[src/sgo_pkg.sv]
// Constants and types for the switchgear object control block
// Function
// High open status input means the object is in the open position.
// High close status input means the object is in the closed position.
// High cart-in means racked in, high cart-out means pulled out.
// High ready input means spring charged and close command acceptable.
// High synchrocheck permission means closing conditions are met.
// Open and close go out as separate pulses on separate outputs.
// Both status inputs active beyond traverse time gives Bad status.
// Neither status input active beyond traverse time gives Intermediate.
// Close pulse ends at its maximum length or when closed is reached.
// Open pulse ends at its maximum length or when open is reached.
// No status change within termination timeout raises error, ends control.
// Final trip signal lasts its set length; zero length means continuous.
// Final trip only when no further auto-reclose is expected.
// Panel control gated by two-bit access level, default configurator.
// Local open and close requests come from selectable inputs.
// Remote open and close requests come from selectable inputs.
// Application open and close requests come from logical signals.
// With synchrocheck in use, close only while permission is active.
// Ready check high, low or unused; close only at selected level.
// Blocking must arrive at least 5 ms before the command; the block has no blocking input.
// Only open active gives Open, only closed gives Closed, per tick.
// Never both commands at once; requests during a pulse are rejected.
package sgo_pkg;
   // ---------------------------------------------------------------
   // Timing
   // ---------------------------------------------------------------
   localparam int CLK_NS      = 5;
   localparam int STEP_MS     = 20;
   localparam int STEP_CYC    = STEP_MS * 1_000_000 / CLK_NS;
   localparam int STEP_W      = 16;
   localparam int TRAV_DEF_MS = 200;
   localparam int PULSE_DEF_MS = 200;
   localparam int TMO_DEF_MS  = 10_000;
   localparam int FTRIP_DEF_MS = 200;
   localparam int BLOCK_LEAD_MS = 5;
   localparam logic [STEP_W-1:0] TRAV_DEF = STEP_W'(TRAV_DEF_MS / STEP_MS);
   localparam logic [STEP_W-1:0] PULSE_DEF = STEP_W'(PULSE_DEF_MS / STEP_MS);
   localparam logic [STEP_W-1:0] TMO_DEF = STEP_W'(TMO_DEF_MS / STEP_MS);
   localparam logic [STEP_W-1:0] FTRIP_DEF = STEP_W'(FTRIP_DEF_MS / STEP_MS);
   // ---------------------------------------------------------------
   // Sources and access
   // ---------------------------------------------------------------
   localparam int SRC_LOCAL  = 0;
   localparam int SRC_REMOTE = 1;
   localparam int SRC_APP    = 2;
   localparam int SRC_N      = 3;
   localparam int PIN_N      = 10;
   localparam logic [1:0] ACC_DEF = 2'h2;
   // ---------------------------------------------------------------
   // Types
   // ---------------------------------------------------------------
   typedef enum logic [1:0] {
      POS_MID    = 2'h0,
      POS_OPEN   = 2'h1,
      POS_CLOSED = 2'h2,
      POS_BAD    = 2'h3
   } sgo_pos_t;
   typedef enum logic [1:0] {
      RDY_HIGH  = 2'h0,
      RDY_LOW   = 2'h1,
      RDY_NONE  = 2'h2
   } sgo_rdy_t;
   typedef enum logic [1:0] {
      ST_IDLE  = 2'h0,
      ST_CLOSE = 2'h1,
      ST_WAIT  = 2'h3,
      ST_OPEN  = 2'h2
   } sgo_state_t;
endpackage : sgo_pkg

[src/sgo_sync.sv]
// Two flip-flop synchroniser for pin inputs
`timescale 1ns/100ps
`default_nettype none
module sgo_sync #(
   parameter int WIDTH = 1
) (
   input  wire logic             mclk,
   input  wire logic             rst_n,
   input  wire logic [WIDTH-1:0] d,
   output logic      [WIDTH-1:0] q
);
   logic [WIDTH-1:0] meta_r;

   always_ff @(posedge mclk or negedge rst_n) begin
      if (!rst_n) begin
         meta_r <= '0;
         q      <= '0;
      end else begin
         meta_r <= d;
         q      <= meta_r;
      end
   end
endmodule : sgo_sync
`default_nettype wire

[src/sgo_ctrl.sv]
// Switchgear object control and position monitoring
`timescale 1ns/100ps
`default_nettype none
module sgo_ctrl #(
   parameter int TICK_CYCLES = sgo_pkg::STEP_CYC
) (
   input  wire logic       mclk,
   input  wire logic       reset_n,
   input  wire logic       open_status_in,
   input  wire logic       close_status_in,
   input  wire logic       cart_racked_in,
   input  wire logic       cart_racked_out,
   input  wire logic       ready_in,
   input  wire logic       sync_ok_in,
   input  wire logic       local_open_in,
   input  wire logic       local_close_in,
   input  wire logic       remote_open_in,
   input  wire logic       remote_close_in,
   input  wire logic       app_open,
   input  wire logic       app_close,
   input  wire logic       panel_open,
   input  wire logic       panel_close,
   input  wire logic [1:0] access_level,
   input  wire logic [1:0] access_req,
   input  wire logic [2:0] soft_signal_select,
   input  wire logic       withdrawable,
   input  wire logic       use_sync,
   input  wire logic [1:0] ready_mode,
   input  wire logic [15:0] traverse_steps,
   input  wire logic [15:0] close_pulse_steps,
   input  wire logic [15:0] open_pulse_steps,
   input  wire logic [15:0] timeout_steps,
   input  wire logic [15:0] ftrip_steps,
   input  wire logic       ar_reclose_pending,
   output logic            open_cmd,
   output logic            close_cmd,
   output logic      [1:0] obj_status,
   output logic      [1:0] wd_status,
   output logic            final_trip,
   output logic            ctrl_error,
   output logic            req_refused
);
   localparam int SW = sgo_pkg::STEP_W;

   // ---------------------------------------------------------------
   // Reset release
   // ---------------------------------------------------------------
   logic [1:0] rst_sync_r;
   logic       rst_n;

   always_ff @(posedge mclk or negedge reset_n) begin
      if (!reset_n) begin
         rst_sync_r <= 2'h0;
      end else begin
         rst_sync_r <= {rst_sync_r[0], 1'b1};
      end
   end
   assign rst_n = rst_sync_r[1];

   // ---------------------------------------------------------------
   // Pin synchronisers
   // ---------------------------------------------------------------
   logic [sgo_pkg::PIN_N-1:0] pins;
   logic [sgo_pkg::PIN_N-1:0] pins_s;
   logic open_s;
   logic close_s;
   logic cin_s;
   logic cout_s;
   logic ready_s;
   logic sync_s;
   logic loc_open_s;
   logic loc_close_s;
   logic rem_open_s;
   logic rem_close_s;

   assign pins = {remote_close_in, remote_open_in, local_close_in,
                  local_open_in, sync_ok_in, ready_in, cart_racked_out,
                  cart_racked_in, close_status_in, open_status_in};

   sgo_sync #(
      .WIDTH (sgo_pkg::PIN_N)
   ) sgo_sync_i (
      .mclk  (mclk),
      .rst_n (rst_n),
      .d     (pins),
      .q     (pins_s)
   );

   assign {rem_close_s, rem_open_s, loc_close_s, loc_open_s, sync_s,
           ready_s, cout_s, cin_s, close_s, open_s} = pins_s;

   // ---------------------------------------------------------------
   // Step tick
   // ---------------------------------------------------------------
   logic [31:0] tick_cnt_r;
   logic        tick;

   assign tick = (tick_cnt_r == 32'(TICK_CYCLES - 1));

   always_ff @(posedge mclk or negedge rst_n) begin
      if (!rst_n) begin
         tick_cnt_r <= 32'h0000_0000;
      end else if (tick) begin
         tick_cnt_r <= 32'h0000_0000;
      end else begin
         tick_cnt_r <= tick_cnt_r + 32'h0000_0001;
      end
   end

   // ---------------------------------------------------------------
   // Position decode: object and cart
   // ---------------------------------------------------------------
   logic [1:0] pos_a;
   logic [1:0] pos_b;
   logic [1:0] pos_en;

   assign pos_a  = {cout_s, open_s};   // see R1
   assign pos_b  = {cin_s, close_s};   // see R2
   assign pos_en = {withdrawable, 1'b1};

   for (genvar g = 0; g < 2; g++) begin : gen_pos
      logic [1:0]    pos_r;
      logic [SW-1:0] trav_r;
      logic [SW-1:0] trav_cur;
      logic          last_r;

      assign trav_cur = (pos_a[g] == last_r) ? trav_r : '0;

      always_ff @(posedge mclk or negedge rst_n) begin
         if (!rst_n) begin
            pos_r  <= sgo_pkg::POS_MID;
            trav_r <= '0;
            last_r <= 1'b0;
         end else if (!pos_en[g]) begin
            pos_r  <= sgo_pkg::POS_MID;
            trav_r <= '0;
         end else if (tick) begin
            last_r <= pos_a[g];
            if (pos_a[g] ^ pos_b[g]) begin
               pos_r  <= pos_a[g] ? sgo_pkg::POS_OPEN
                                  : sgo_pkg::POS_CLOSED;
               trav_r <= '0;
            end else if (trav_cur >= traverse_steps) begin
               pos_r  <= pos_a[g] ? sgo_pkg::POS_BAD
                                  : sgo_pkg::POS_MID;   // see R7
            end else begin
               trav_r <= trav_cur + SW'(1);
            end
         end
      end
   end

   assign obj_status = gen_pos[0].pos_r;
   assign wd_status  = gen_pos[1].pos_r;

   // ---------------------------------------------------------------
   // Request sources
   // ---------------------------------------------------------------
   logic panel_ok;
   logic open_lvl;
   logic close_lvl;
   logic open_lvl_r;
   logic close_lvl_r;
   logic open_req;
   logic close_req;
   logic ready_ok;
   logic close_ok;

   assign panel_ok = (access_level >= access_req);

   assign open_lvl =
      (soft_signal_select[sgo_pkg::SRC_LOCAL] & loc_open_s)
      | (soft_signal_select[sgo_pkg::SRC_REMOTE] & rem_open_s)
      | (soft_signal_select[sgo_pkg::SRC_APP] & app_open)
      | (panel_ok & panel_open);

   assign close_lvl =
      (soft_signal_select[sgo_pkg::SRC_LOCAL] & loc_close_s)
      | (soft_signal_select[sgo_pkg::SRC_REMOTE] & rem_close_s)
      | (soft_signal_select[sgo_pkg::SRC_APP] & app_close)
      | (panel_ok & panel_close);

   always_ff @(posedge mclk or negedge rst_n) begin
      if (!rst_n) begin
         open_lvl_r  <= 1'b0;
         close_lvl_r <= 1'b0;
      end else begin
         open_lvl_r  <= open_lvl;
         close_lvl_r <= close_lvl;
      end
   end

   assign open_req  = open_lvl & ~open_lvl_r;
   assign close_req = close_lvl & ~close_lvl_r;

   always_comb begin
      case (ready_mode)
         sgo_pkg::RDY_HIGH: ready_ok = ready_s;    // see R4
         sgo_pkg::RDY_LOW:  ready_ok = ~ready_s;
         default:           ready_ok = 1'b1;
      endcase
   end

   assign close_ok = ready_ok & (~use_sync | sync_s);   // see R5

   // ---------------------------------------------------------------
   // Control sequence
   // ---------------------------------------------------------------
   sgo_pkg::sgo_state_t state_r;
   sgo_pkg::sgo_state_t state_nxt;
   logic [SW-1:0]       cnt_r;
   logic                dir_open_r;
   logic                tmo_hit;
   logic                open_done;
   logic                busy;
   logic [SW-1:0]       cnt_inc;

   assign cnt_inc = cnt_r + SW'(1);
   assign tmo_hit = tick & (cnt_inc >= timeout_steps);
   assign busy    = (state_r != sgo_pkg::ST_IDLE);
   assign open_done = busy & dir_open_r & (obj_status == sgo_pkg::POS_OPEN);

   always_comb begin
      state_nxt = state_r;
      case (state_r)
         sgo_pkg::ST_IDLE: begin
            if (open_req) begin
               state_nxt = sgo_pkg::ST_OPEN;
            end else if (close_req && close_ok) begin
               state_nxt = sgo_pkg::ST_CLOSE;   // see R18
            end
         end
         sgo_pkg::ST_OPEN: begin
            if (obj_status == sgo_pkg::POS_OPEN || tmo_hit) begin
               state_nxt = sgo_pkg::ST_IDLE;   // see R10
            end else if (tick && cnt_inc >= open_pulse_steps) begin
               state_nxt = sgo_pkg::ST_WAIT;
            end
         end
         sgo_pkg::ST_CLOSE: begin
            if (obj_status == sgo_pkg::POS_CLOSED || tmo_hit) begin
               state_nxt = sgo_pkg::ST_IDLE;   // see R9
            end else if (tick && cnt_inc >= close_pulse_steps) begin
               state_nxt = sgo_pkg::ST_WAIT;
            end
         end
         sgo_pkg::ST_WAIT: begin
            if (tmo_hit) begin
               state_nxt = sgo_pkg::ST_IDLE;
            end else if (obj_status == (dir_open_r ? sgo_pkg::POS_OPEN
                                                   : sgo_pkg::POS_CLOSED)) begin
               state_nxt = sgo_pkg::ST_IDLE;
            end
         end
         default: state_nxt = sgo_pkg::ST_IDLE;
      endcase
   end

   always_ff @(posedge mclk or negedge rst_n) begin
      if (!rst_n) begin
         state_r <= sgo_pkg::ST_IDLE;
      end else begin
         state_r <= state_nxt;
      end
   end

   always_ff @(posedge mclk or negedge rst_n) begin
      if (!rst_n) begin
         cnt_r      <= '0;
         dir_open_r <= 1'b0;
      end else if (!busy) begin
         cnt_r      <= '0;
         dir_open_r <= open_req;
      end else if (tick) begin
         cnt_r <= cnt_r + SW'(1);
      end
   end

   // ---------------------------------------------------------------
   // Command outputs and events
   // ---------------------------------------------------------------
   always_ff @(posedge mclk or negedge rst_n) begin
      if (!rst_n) begin
         open_cmd  <= 1'b0;
         close_cmd <= 1'b0;
      end else begin
         open_cmd  <= (state_nxt == sgo_pkg::ST_OPEN);    // see R6
         close_cmd <= (state_nxt == sgo_pkg::ST_CLOSE);   // see R6
      end
   end

   always_ff @(posedge mclk or negedge rst_n) begin
      if (!rst_n) begin
         ctrl_error  <= 1'b0;
         req_refused <= 1'b0;
      end else begin
         ctrl_error  <= busy & tmo_hit;
         req_refused <= (busy & (open_req | close_req))
                        | (~busy & ~open_req & close_req & ~close_ok);
      end
   end

   // ---------------------------------------------------------------
   // Final trip
   // ---------------------------------------------------------------
   logic [SW-1:0] ft_cnt_r;

   always_ff @(posedge mclk or negedge rst_n) begin
      if (!rst_n) begin
         final_trip <= 1'b0;
         ft_cnt_r   <= '0;
      end else if (open_done && !ar_reclose_pending) begin
         final_trip <= 1'b1;   // see R12
         ft_cnt_r   <= '0;
      end else if (final_trip && state_nxt == sgo_pkg::ST_CLOSE) begin
         final_trip <= 1'b0;
      end else if (final_trip && ftrip_steps != '0 && tick) begin
         ft_cnt_r <= ft_cnt_r + SW'(1);
         if (ft_cnt_r + SW'(1) >= ftrip_steps) begin
            final_trip <= 1'b0;
         end
      end
   end
endmodule : sgo_ctrl
`default_nettype wire

[config.mk]
export PLATFORM = sky130hd
export DESIGN_NAME = sgo_ctrl
export DESIGN_NICKNAME = d
export VERILOG_FILES = /design/src/sgo_pkg.sv /design/src/sgo_sync.sv /design/src/sgo_ctrl.sv
export SDC_FILE = /design/constraint.sdc
export NUM_CORES = 1
export LEC_CHECK = 0
export ABC_CLOCK_PERIOD_IN_PS = 12500
export BUFFER_PORTS_ARGS = -buffer_cell sky130_fd_sc_hd__buf_2
export CAP_MARGIN = 20
export CORE_MARGIN = 10
export CORE_UTILIZATION = 50
export DETAILED_ROUTE_END_ITERATION = 7
export GPL_ROUTABILITY_DRIVEN = 0
export PLACE_DENSITY = 0.7
export SYNTH_ARGS = -nofsm -noshare
export SYNTH_HDL_FRONTEND = slang
export SYNTH_SLANG_ARGS = --single-unit
[constraint.sdc]
create_clock -name mclk -period 12.5 [get_ports mclk]
set_input_delay 1.25 -clock mclk [delete_from_list [all_inputs] [get_ports mclk]]
set_output_delay 1.25 -clock mclk [all_outputs]
set_load 0.1 [all_outputs]
# Yosys cells after proc, flatten, opt, wreduce, memory -nomap -nowiden
# Cells that the tools add are included.
# totals
inputBits	108
wordCells	152
latchBits	0
regBits	134
mem_count	0
mem_bits_rw	0
mem_bits_ro	0
out_inout_bits	9
# classes
magnitude_cmp	7
reduce_logical	25
shifts	0
n_eq_ne	18
addsub	5
div	0
bitwise_logic	37
n_mux	39
n_mul	0
# ops
cell	count
16-bit two-way mux	13
16-bit >= comparator	6
16-bit by 1-bit adder with 16-bit output (second input constant)	4
2-bit two-way mux	19
32-bit by 1-bit adder with 32-bit output (second input constant)	1
32-bit by 22-bit equality test with 1-bit output (second input constant)	1
32-bit two-way mux	1
1-bit AND	19
16-bit nonzero test	1
2-bit AND reduction	7
1-bit OR	9
2-bit by 1-bit equality test with 1-bit output (second input constant)	4
2-bit equality test (second input constant)	4
2-bit case mux with 4 select lines	1
1-bit logical AND	7
1-bit NOT	7
2-bit != test (second input constant)	3
2-bit nonzero test	3
3-bit nonzero test	2
2-bit logical NOT	2
1-bit two-way mux	4
3-bit by 1-bit != test with 1-bit output (second input constant)	1
3-bit != test (second input constant)	1
1-bit equality test	2
other kinds (7)	9

# Depth between registers and ports, before layout
# Gate-level depths: netlist of the first run.
# logic_depth
word_depth	13
depth_mapped	16
ltp_nobuf	15

# Cells and area by module
# Synthesis of the first run repeated with hierarchy kept, for this count alone.
# unflattened
cells_unflattened	1089
area_unflattened_um2	9484.1
# by_module_without_submodules
module	cells_each	n_inst	area_each_um2	seq_area_each_um2
sgo_ctrl	1069	1	8983.6	2852.7
sgo_sync	20	1	500.5	500.5

# Least setup slack after synthesis of the first run
# Ideal clock, no wire load.
# synth_path
path_kind	reg-to-reg
start	register cnt_r[0]
end	register open_cmd
arrival_time_ns	3.225
required_ns	12.369
n_path_buf	1
setup_slack_ns	9.144
path_stages_with_launch	17
setup_time_ns	0.131
period_less_slack_ns	3.356
cell_sequence	dfrtp_1 > ha_1 > nand3_1 > nor3_1 > and3_1 > and3_1 > nand3_1 > xnor2_1 > ha_1 > nand2_1 > o21ai_0 > a41oi_1 > a211oi_2 > a21oi_2 > buf_6 > o21bai_1 > a21oi_1
# synth_between
elab_chain_len	7
elab_cells_between_ends	16
# synth_lines
item	line_no	source
from (decl)	sgo_ctrl.sv:211	logic [SW-1:0] cnt_r;
from (signal assigned)	sgo_ctrl.sv:275	cnt_r <= cnt_r + SW'(1);
16-bit by 1-bit adder with 16-bit output (*)	sgo_ctrl.sv:218	assign cnt_inc = cnt_r + SW'(1);
16-bit >= comparator, on equally long branches	sgo_ctrl.sv:243, sgo_ctrl.sv:219, sgo_ctrl.sv:236	
1-bit logical AND, or another cell as far along	sgo_ctrl.sv:243	end else if (tick && cnt_inc >= close_pulse_steps) begin
2-bit two-way mux, or another cell as far along	sgo_ctrl.sv:243	
2-bit two-way mux, on equally long branches	sgo_ctrl.sv:241, sgo_ctrl.sv:234	
2-bit case mux with 4 select lines (*)	sgo_ctrl.sv:225	case (state_r)
2-bit equality test (*)	sgo_ctrl.sv:287	open_cmd <= (state_nxt == sgo_pkg::ST_OPEN);
to (signal assigned)	sgo_ctrl.sv:287	
to (decl)	sgo_ctrl.sv:35	output logic open_cmd,
# Mark *: on every way between the ends. The rest lies on a longest branch, timed or not.
# A chain may end at the register's enable or synchronous reset.

# Worst setup path after layout of the first run
# layout_path
start	register cnt_r[0]
end	register final_trip
# layout_between
elab_chain_len	10
elab_cells_between_ends	22
# layout_lines
item	line_no	source
16-bit by 1-bit adder with 16-bit output (*)	sgo_ctrl.sv:218	
16-bit >= comparator, on equally long branches	sgo_ctrl.sv:243, sgo_ctrl.sv:219, sgo_ctrl.sv:236	
1-bit logical AND, or another cell as far along	sgo_ctrl.sv:243	
2-bit two-way mux, or another cell as far along	sgo_ctrl.sv:243	
2-bit two-way mux, on equally long branches	sgo_ctrl.sv:241, sgo_ctrl.sv:234	
2-bit case mux with 4 select lines (*)	sgo_ctrl.sv:225	
2-bit by 1-bit equality test with 1-bit output (*)	sgo_ctrl.sv:315	end else if (final_trip && state_nxt == sgo_pkg::ST_CLOSE) begin
1-bit logical AND (*)	sgo_ctrl.sv:315	
3-bit nonzero test (no line) / 1-bit two-way mux (equally long branches)	--	
2-bit AND reduction (no line) / 1-bit two-way mux (equally long branches)	--	
to (signal assigned)	sgo_ctrl.sv:313	final_trip <= 1'b1;
to (signal assigned)	sgo_ctrl.sv:316	final_trip <= 1'b0;
to (signal assigned)	sgo_ctrl.sv:320	final_trip <= 1'b0;
to (decl)	sgo_ctrl.sv:39	output logic final_trip,
# Marks and branches as above.

==> results of run 1 <==
==> area by class of cell <==
| cell class | count | area, µm² | area share |
|---|---|---|---|
| Inverter | 97 | 364 | 0.0328 |
| Timing Repair Buffer | 122 | 626 | 0.0563 |
| Sequential cell | 134 | 3360 | 0.302 |
| Multi-Input combinational cell | 819 | 5850 | 0.526 |
| Clock inverter | 11 | 150 | 0.0135 |
| Tap cell | 260 | 325 | 0.0293 |
| Clock buffer | 20 | 447 | 0.0402 |
==> logic make-up after synthesis <==
logic type / synth area share
and+or+nand+nor: 0.225
AOI/OAI and AO/OA: 0.147
xor gates and xnor gates: 0.0726
DFF: 0.344
adders and majority gates: 0.132
muxes: 0.0229
other: 0.000385
buffers and inverters: 0.0549
==> per-stage QoR <==
stage	instance area, µm²	setup slack, ns	total power [mW]	hold WS [ns]
after floorplan	9740	8.49	0.521	0.331
after global placement	10500	8.26	0.553	0.331
after detailed placement	10500	8.21	0.555	0.335
after CTS	11100	8.18	1.07	0.348
after global routing	11100	7.70	1.10	0.356
final	11100	8.10	1.06	0.347
==> routing by layer <==
layer,wire length [µm],vias to the layer above,global-route usage
met4,214,0,0.0417
li1,-,4035,-
met1,10900,3787,0.240
met5,0,-,0
met2,10800,179,0.285
met3,994,18,0.0380
==> worst paths after layout <==
path	from	to	slack, ns	depth (start not counted)
max	cnt_r[0]	final_trip	8.10	15
min	sgo_sync_i.meta_r[5]	sgo_sync_i.q[5]	0.35	0
max reg2reg	cnt_r[0]	final_trip	8.10	15
min reg2reg	sgo_sync_i.meta_r[5]	sgo_sync_i.q[5]	0.35	0
max in group asynchronous	rst_sync_r[1]	ft_cnt_r[12]	10.67	1
min in group asynchronous	rst_sync_r[1]	gen_pos[1].trav_r[8]	0.42	0
==> flip-flops by register name, indices dropped and copies added (netlist names), 10 cells and up <==
register	flops
ft_cnt_r	16
gen_pos.trav_r	32
cnt_r	16
sgo_sync_i.q	10
sgo_sync_i.meta_r	10
tick_cnt_r	32
==> cell usage in the layout (no fill, tap or decap), types with 40 or more instances in the layout <==
master and instances:
a21oi_1 64, dfrtp_1 133, nor2_1 70, buf_2 116, inv_1 97, o21ai_0 40
ha_1 103, xor2_1 55, nand2_1 91, nand3_1 41
==> worst register-to-register path, stage by stage, from the launching register on <==
cell	delay, ns
dfrtp_1	0.47
ha_1	0.24
nand3_1	0.17
nor3_1	0.40
and3_1	0.27
and3_1	0.24
nand3_1	0.11
xnor2_1	0.28
ha_1	0.29
nand2_1	0.07
o21ai_0	0.10
o21ai_0	0.25
a211oi_2	0.09
a21oi_2	0.84
nand2_1	0.19
a41o_1	0.27
==> power by group through the flow <==
| stage | logic [mW] | registers [mW] | clock network (mW) |
|---|---|---|---|
| global placement | 0.0901 | 0.463 | 0 |
| floorplan | 0.0512 | 0.470 | 0 |
| CTS | 0.0926 | 0.456 | 0.518 |
| detailed placement | 0.0920 | 0.463 | 0 |
| global route | 0.104 | 0.457 | 0.537 |
| finish | 0.0918 | 0.456 | 0.509 |
==> run metrics, run 1 <==
run status=complete, no violations; Buf+Inv Stages, Crit Path=0; worst hold path type=reg2reg; Synth Cell Area=9740 µm²; Global Route Usage Sum=0.178; Max stage delay on crit path=around 0.84 ns; Inst Count DP=around 1,400; Hold Fails Final Rpt=0; vias per std cell=5.48; WP data required=roughly 13 ns; Startpoint Class=flop; worst slew pin tran=between 1 and 1.5 ns; Lkg Pwr=between 5 and 6 nW; Antenna Nets Post-Route=0; DRC viols=0; crit path time final=4.40 ns; DIE WIDTH=~160 µm; Pre-antenna DRT Iters=5; fin crit share=0.352; CP max-delay cell=a21oi_2; clk root buf=clkbuf_16; final core utilization=0.586; Combinational Power Share=0.087; clock slew seen by the registers of the worst setup and hold paths=around 0.06 ns; final setup fails=0; synth warn=0; Clock power frac=0.482; unrepaired setup endpoints after global routing=no; Post-Layout Cell Count=between 1,000 and 1,500; vias=between 8,000 and 9,000; pwr dens=95.0 nW/µm²; layout cell share with drive strength beyond 1=0.173; post-DP HPWL=between 15 and 20 mm; vias in the first global route=about 7,700; Post-Syn Area per Cell=about 9.0 µm²; post-CTS setup buffers=0; WL final=~23 mm; clk sinks=134; initial core utilization=0.514; cell family with most CP delay=compound AO/OA/AOI/OAI gates; CTS tree=done; diodes inserted=0; sequential fraction of the synthesis area=0.344; Slew Viols, Final=0; # hold bufs at CTS=0; synth top area cells=dfrtp_1 34%, ha_1 13%, xor2_1 4.9%; dominant cell type by area after synthesis=dfrtp_1; area grow syn2layout=14.2%; detailed router's first-iteration violation count=between 400 and 500; Post-synth EDFFs=0; Int Power=just under 0.8 mW; worst rel slew slack=0.238; number of buffers added on ports=116; switching part of the total=0.247; grt ovf=0; Post-Synthesis Cells=around 1,100; Bufs on Longest Clock Path=2; first-pass GRT wire length=between 30 and 40 mm; syn nets=1,287; count leader, synth=dfrtp_1; synth cell count leaders=134 x dfrtp_1, 103 x ha_1, 97 x inv_1; largest net degree at the start of global routing=75; htree depth=4; worst skew pair latency=around 0.42 ns; fmax=roughly 0.23 GHz; Fin Setup TNS=0 ns; asr flop ratio synth=1.00; share of power burned in registers=0.431; CTS Buf Count=17; fill count=1,667; max cap viols=0; routed length per placed instance=15.7 µm; crit path capture type=flop; Die H=160 µm; CP max FO=17; Synth cell types=85; Top Ports=117; initial antenna violation count=0; nets@finish=~1,400; Max IR drop VDD=111 µV; CORE AREA=between 15,000 and 20,000 µm²; critical path arrival=about 4.7 ns; Crit Path Class=reg2reg; Die ar.=25,500 µm²; Synth top area share=0.344; worst path cell trace=ha_1, nand3_1, nor3_1, and3_1, and3_1, nand3_1, xnor2_1, ha_1, nand2_1, o21ai_0, o21ai_0, a211oi_2, a21oi_2, nand2_1, a41o_1; Row Count=50; cts repair resizes=0; sw power=about 0.26 mW; Main synth FF type=dfrtp_1; #FFs+latches synth=about 130; Layout Skew=0.0134 ns
Power figures use the tool's default switching activity.
==> run 2: changes to the inputs <==
--- a/config.mk
+++ b/config.mk
@@ -5,14 +5,14 @@
 export SDC_FILE = /design/constraint.sdc
 export NUM_CORES = 1
 export LEC_CHECK = 0
-export ABC_CLOCK_PERIOD_IN_PS = 12500
+export ABC_CLOCK_PERIOD_IN_PS = 3500
 export BUFFER_PORTS_ARGS = -buffer_cell sky130_fd_sc_hd__buf_2
 export CAP_MARGIN = 20
 export CORE_MARGIN = 10
 export CORE_UTILIZATION = 50
 export DETAILED_ROUTE_END_ITERATION = 7
 export GPL_ROUTABILITY_DRIVEN = 0
-export PLACE_DENSITY = 0.7
+export PLACE_DENSITY = 0.73
 export SYNTH_ARGS = -nofsm -noshare
 export SYNTH_HDL_FRONTEND = slang
 export SYNTH_SLANG_ARGS = --single-unit
==> constraint.sdc (replaced) <==
create_clock -name mclk -period 3.5 [get_ports mclk]
set_input_delay 0.35 -clock mclk [delete_from_list [all_inputs] [get_ports mclk]]
set_output_delay 0.35 -clock mclk [all_outputs]
set_load 0.1 [all_outputs]
==> run 2 against run 1 <==
Effect of this change:
- global-route usage increased by 0.20 points
- fmax is 32% higher
- non-clock buffer count is 24 higher
- sequential power increased to 3.6 times the previous value
- utilization up 1.6 points
- critical endpoint is now ft_cnt_r[4]
==> run metrics, run 2 (synthesis results as in run 1) <==
sw power=~0.95 mW; grt ovf=0; largest registers=gen_pos.trav_r: 32 flops, tick_cnt_r: 32 flops; Combinational Power Share=0.088; pwr dens=roughly 340 nW/µm²; Buf+Inv Stages, Crit Path=1; Crit Path Class=reg2reg; leading cell type in the layout, fill and taps excluded=dfrtp_1; vias=around 8,200; share of power burned in registers=0.420; first-pass GRT wire length=around 39 mm; Die H=around 160 µm; clk sinks=roughly 130; initial antenna violation count=0; Hold Fails Final Rpt=0; WHS=between 0.02 and 0.03 ns; CORE AREA=19,000 µm²; Int Power=2.92 mW; worst path cell trace=ha_1, nand3_1, nor3_2, and3_4, and3_1, nand3_1, xnor2_2, ha_1, nand2_1, o21ai_1, a41oi_1, a211oi_2, a21oi_2, buf_12, a21oi_1, mux2i_1; Fin Setup TNS=0 ns; max cap viols=0; worst slew pin tran=approximately 0.85 ns; DP Area=10,700 µm²; WP data required=slightly below 4 ns; Post-Layout Cell Count=between 1,000 and 1,500; Clock power frac=0.493; fill count=1,681; post-DP HPWL=~18 mm; cell family with most CP delay=simple AND/OR/NAND/NOR gates; total power draw=between 3 and 4 mW; worst hold path type=in2reg; Max IR drop VDD=between 300 and 400 µV; routed length per placed instance=between 15 and 20 µm; most frequent cells in the layout=133 x dfrtp_1, 116 x buf_2, 103 x ha_1; CTS Buf Count=17; worst skew pair latency=0.43 ns; Startpoint Class=flop; Layout Skew=just over 0.007 ns; fin crit share=0.950; detailed router's first-iteration violation count=between 400 and 500; clk root buf=clkbuf_16; Die ar.=about 25,000 µm²; WL final=roughly 23 mm; vias per std cell=5.50; Antenna Nets Post-Route=0; vias in the first global route=8,239; switching part of the total=0.246; crit path time final=~3.3 ns; final setup fails=0; Pre-antenna DRT Iters=5; crit path capture type=flop; CP max FO=15; fmax=0.301 GHz; Slew Viols, Final=0; CP max-delay cell=dfrtp_1; initial core utilization=0.514; DRC viols=0; Bufs on Longest Clock Path=2; layout cell share with drive strength beyond 1=0.195; run status=complete, no violations; CTS tree=done; design area=11,400 µm²; Lkg Pwr=6.03 nW; critical path arrival=roughly 3.7 ns; Global Route Usage Sum=0.180; htree depth=4; DIE WIDTH=approximately 160 µm; Max stage delay on crit path=around 0.37 ns; Row Count=50; diodes inserted=0; Top Ports=117; area grow syn2layout=17.3%; number of buffers added on ports=roughly 120; nets@finish=around 1,400; clock slew seen by the registers of the worst setup and hold paths=roughly 0.06 ns; Inst Count DP=1,452; largest net degree at the start of global routing=60; worst rel slew slack=0.432
==> run 2: changes by cell type in the layout (fill, tap and decap cells not counted), sizes merged <==
cell / change
buf: +23
bufinv: +1
clkinv: +1
dlygate4sd3: +1
inv: -1
==> run 2: power by group through the flow <==
| stage | clock network (mW) | logic, mW | registers (mW) |
|---|---|---|---|
| floorplan | 0 | 0.183 | 1.68 |
| global placement | 0 | 0.328 | 1.65 |
| detailed placement | 0 | 0.337 | 1.65 |
| CTS | 1.93 | 0.341 | 1.62 |
| global route | 1.99 | 0.382 | 1.63 |
| finish | 1.91 | 0.339 | 1.62 |
==> run 2: metal layers <==
metal / track usage / part of all wire / wire [µm] / vias to the layer above
met2: 0.294 / 0.48 / 11000 / 172
li1: - / - / - / 4076
met5: 0 / 0 / 0 / -
met4: 0.0548 / 0.017 / 384 / 0
met3: 0.0392 / 0.042 / 963 / 28
met1: 0.232 / 0.47 / 10700 / 3911
==> run 2: repair_timing <==
action	in CTS	in global routing
buffers inserted	0	2
hold buffers	1	0
setup endpoints to repair	0	20
gates resized for setup	0	11
hold endpoints to repair	2	0
==> run 2: metrics by stage <==
stage	setup slack, ns	utilization
after floorplan	0.144	-
after global placement	0.218	0.565
after detailed placement	0.0243	0.565
after CTS	0.00812	0.598
after global routing	-0.0159	0.602
final	0.176	0.602
==> run 2: layout make-up <==
type                    instances  area [µm²]  share of cell area
clock buffers                  20         447              0.0391
clock inverters                12         176              0.0155
inverters                      97         364              0.0319
multi-input cells             819        5900               0.517
flip-flops and latches        134        3360               0.294
well taps                     260         325              0.0285
repair buffers                146         846              0.0741
==> run 2: worst paths after layout <==
kind | startpoint | endpoint | slack [ns] | cells after the start
min | sync_ok_in | sgo_sync_i.meta_r[5] | 0.03 | 1
min in group asynchronous | reset_n | rst_sync_r[0] | 0.24 | 2
max in group asynchronous | rst_sync_r[1] | ft_cnt_r[1] | 2.32 | 1
min reg2reg | sgo_sync_i.meta_r[4] | sgo_sync_i.q[4] | 0.35 | 0
max reg2reg | cnt_r[1] | ft_cnt_r[4] | 0.18 | 16
max | cnt_r[1] | ft_cnt_r[4] | 0.18 | 16
==> run 3: changes to the inputs <==
--- a/config.mk
+++ b/config.mk
@@ -12,7 +12,7 @@
 export CORE_UTILIZATION = 50
 export DETAILED_ROUTE_END_ITERATION = 7
 export GPL_ROUTABILITY_DRIVEN = 0
-export PLACE_DENSITY = 0.73
+export PLACE_DENSITY = 0.83
 export SYNTH_ARGS = -nofsm -noshare
 export SYNTH_HDL_FRONTEND = slang
 export SYNTH_SLANG_ARGS = --single-unit
==> run 3 against run 2 <==
Effect of this change:
- setup slack better by 0.0088 ns
- clock power is 6% lower
- total power is 3.0% lower
- critical endpoint is now final_trip
- critical path depth is 4 lower
- utilization is 0.21 points lower
- sequential power hardly changed
- cell count is 0.47% lower
- largest power group unchanged
==> run metrics, run 3 (synthesis results as in run 1) <==
run status=complete, no violations; Global Route Usage Sum=0.185; worst slew pin tran=0.750 ns; layout cell share with drive strength beyond 1=0.196; detailed router's first-iteration violation count=between 400 and 500; total power draw=about 3.8 mW; M1 GR Usage=0.226; Lkg Pwr=between 5 and 6 nW; DP Area=10,600 µm²; Row Count=50; CORE AREA=19,000 µm²; clk root buf=clkbuf_16; vias in the first global route=~8,400; largest net degree at the start of global routing=78; first-pass GRT wire length=40.2 mm; area grow syn2layout=16.9%; Inst Count DP=about 1,400; Bufs on Longest Clock Path=2; routing usage on met2=0.313; htree depth=4; max cap viols=0; worst skew pair latency=roughly 0.42 ns; vias per std cell=about 5.7; largest registers=gen_pos.trav_r: 32 flops, tick_cnt_r: 32 flops; post-DP HPWL=~18 mm; worst rel slew slack=0.500; Die ar.=25,500 µm²; most frequent cells in the layout=133 x dfrtp_1, 116 x buf_2, 102 x ha_1; Setup Slack @ Placement=-0.0799 ns; Top Ports=approximately 120; grt peak-use layer=met2; design area=11,400 µm²; Post-Layout Cell Count=1,481; fmax=~0.3 GHz; DIE WIDTH=approximately 160 µm; fin crit share=0.947; Startpoint Class=flop; crit path time final=approximately 3.3 ns; routed length per placed instance=~16 µm; CTS tree=done; crit path capture type=flop; WL final=24.0 mm; diodes inserted=0; fin worst setup slack=between 0.15 and 0.2 ns; number of buffers added on ports=about 120; leading cell type in the layout, fill and taps excluded=dfrtp_1; grt ovf=0; CTS Buf Count=17; initial core utilization=0.514; Pre-antenna DRT Iters=5; worst hold path type=in2reg; Die H=about 160 µm; WP data required=between 3 and 4 ns; clk sinks=~130; initial antenna violation count=0; critical path arrival=3.62 ns; CP max FO=17; final setup fails=0; clock slew seen by the registers of the worst setup and hold paths=around 0.060 ns; nets@finish=between 1,000 and 1,500; Layout Skew=0.00684 ns; Slew Viols, Final=0; Crit Path Class=reg2reg; Hold Fails Final Rpt=0; met3 Track Usage GR=0.0470; Antenna Nets Post-Route=0; DRC viols=0; Max IR drop VDD=427 µV; pwr dens=330 nW/µm²; final core utilization=0.600; vias=~8,400
run 3: changes by cell type in the layout (fill, tap and decap cells not counted), sizes merged:
cell | previous run | this run
inv | 98 | 97
buf | 145 | 141
bufinv | 4 | 3
clkinv | 5 | 4
run 3: layout make-up:
type	instances	area, µm²
Fill cell	1542	7580
Multi-Input combinational cell	819	5940
Timing Repair Buffer	142	803
Sequential cell	134	3360
Inverter	97	364
Clock buffer	20	457
Tap cell	260	325
Clock inverter	9	129
run 3: critical path: stages, from the launching register on:
cell      delay [ns]
dfrtp_1         0.41
nand3_1         0.18
nor4_4          0.36
nand3_2         0.16
xnor2_1         0.40
ha_1            0.33
and4_1          0.20
a221oi_1        0.37
a211oi_2        0.14
a21oi_2         0.17
buf_12          0.19
nand2_1         0.08
a41o_1          0.22
run 3: report_power, final:
part	internal (mW)	total [mW]	leakage (nW)	switching (mW)
clock	1.14	1.79	0.284	0.649
combinational	0.130	0.336	3.94	0.206
sequential	1.58	1.63	1.77	0.0478
total	2.85	3.75	5.99	0.902
run 3: layer usage:
layer  share of wire  vias to the layer above
li1                -                     4072
met1            0.42                     4001
met2            0.50                      260
met3           0.062                       42
met4           0.017                        0
met5               0                        -
run 3: timing repair:
item	CTS	global route
endpoints found under the setup margin	12	37
setup buffers	2	3
pin swaps	1	1
hold buffers	1	0
resized for setup	2	18
hold endpoints to repair	2	0
run 3: worst paths after layout:
check | from | end | slack (ns) | cells past startpoint
worst max-delay path | cnt_r[2] | final_trip | 0.19 | 12
worst min-delay path | cart_racked_in | sgo_sync_i.meta_r[2] | 0.04 | 1
worst max register to register | cnt_r[2] | final_trip | 0.19 | 12
worst min register to register | sgo_sync_i.meta_r[3] | sgo_sync_i.q[3] | 0.35 | 0
max in group asynchronous | rst_sync_r[1] | gen_pos[0].trav_r[0] | 2.23 | 1
min in group asynchronous | reset_n | rst_sync_r[0] | 0.24 | 2
run 3: stage by stage:
stage          setup TNS [ns]  hold WS [ns]
3_3_place_gp                0         0.135
2_1_floorplan               0        0.0544
6_report                    0        0.0355
4_1_cts                     0        0.0235
5_1_grt                -0.567        0.0177
3_5_place_dp           -0.600         0.140
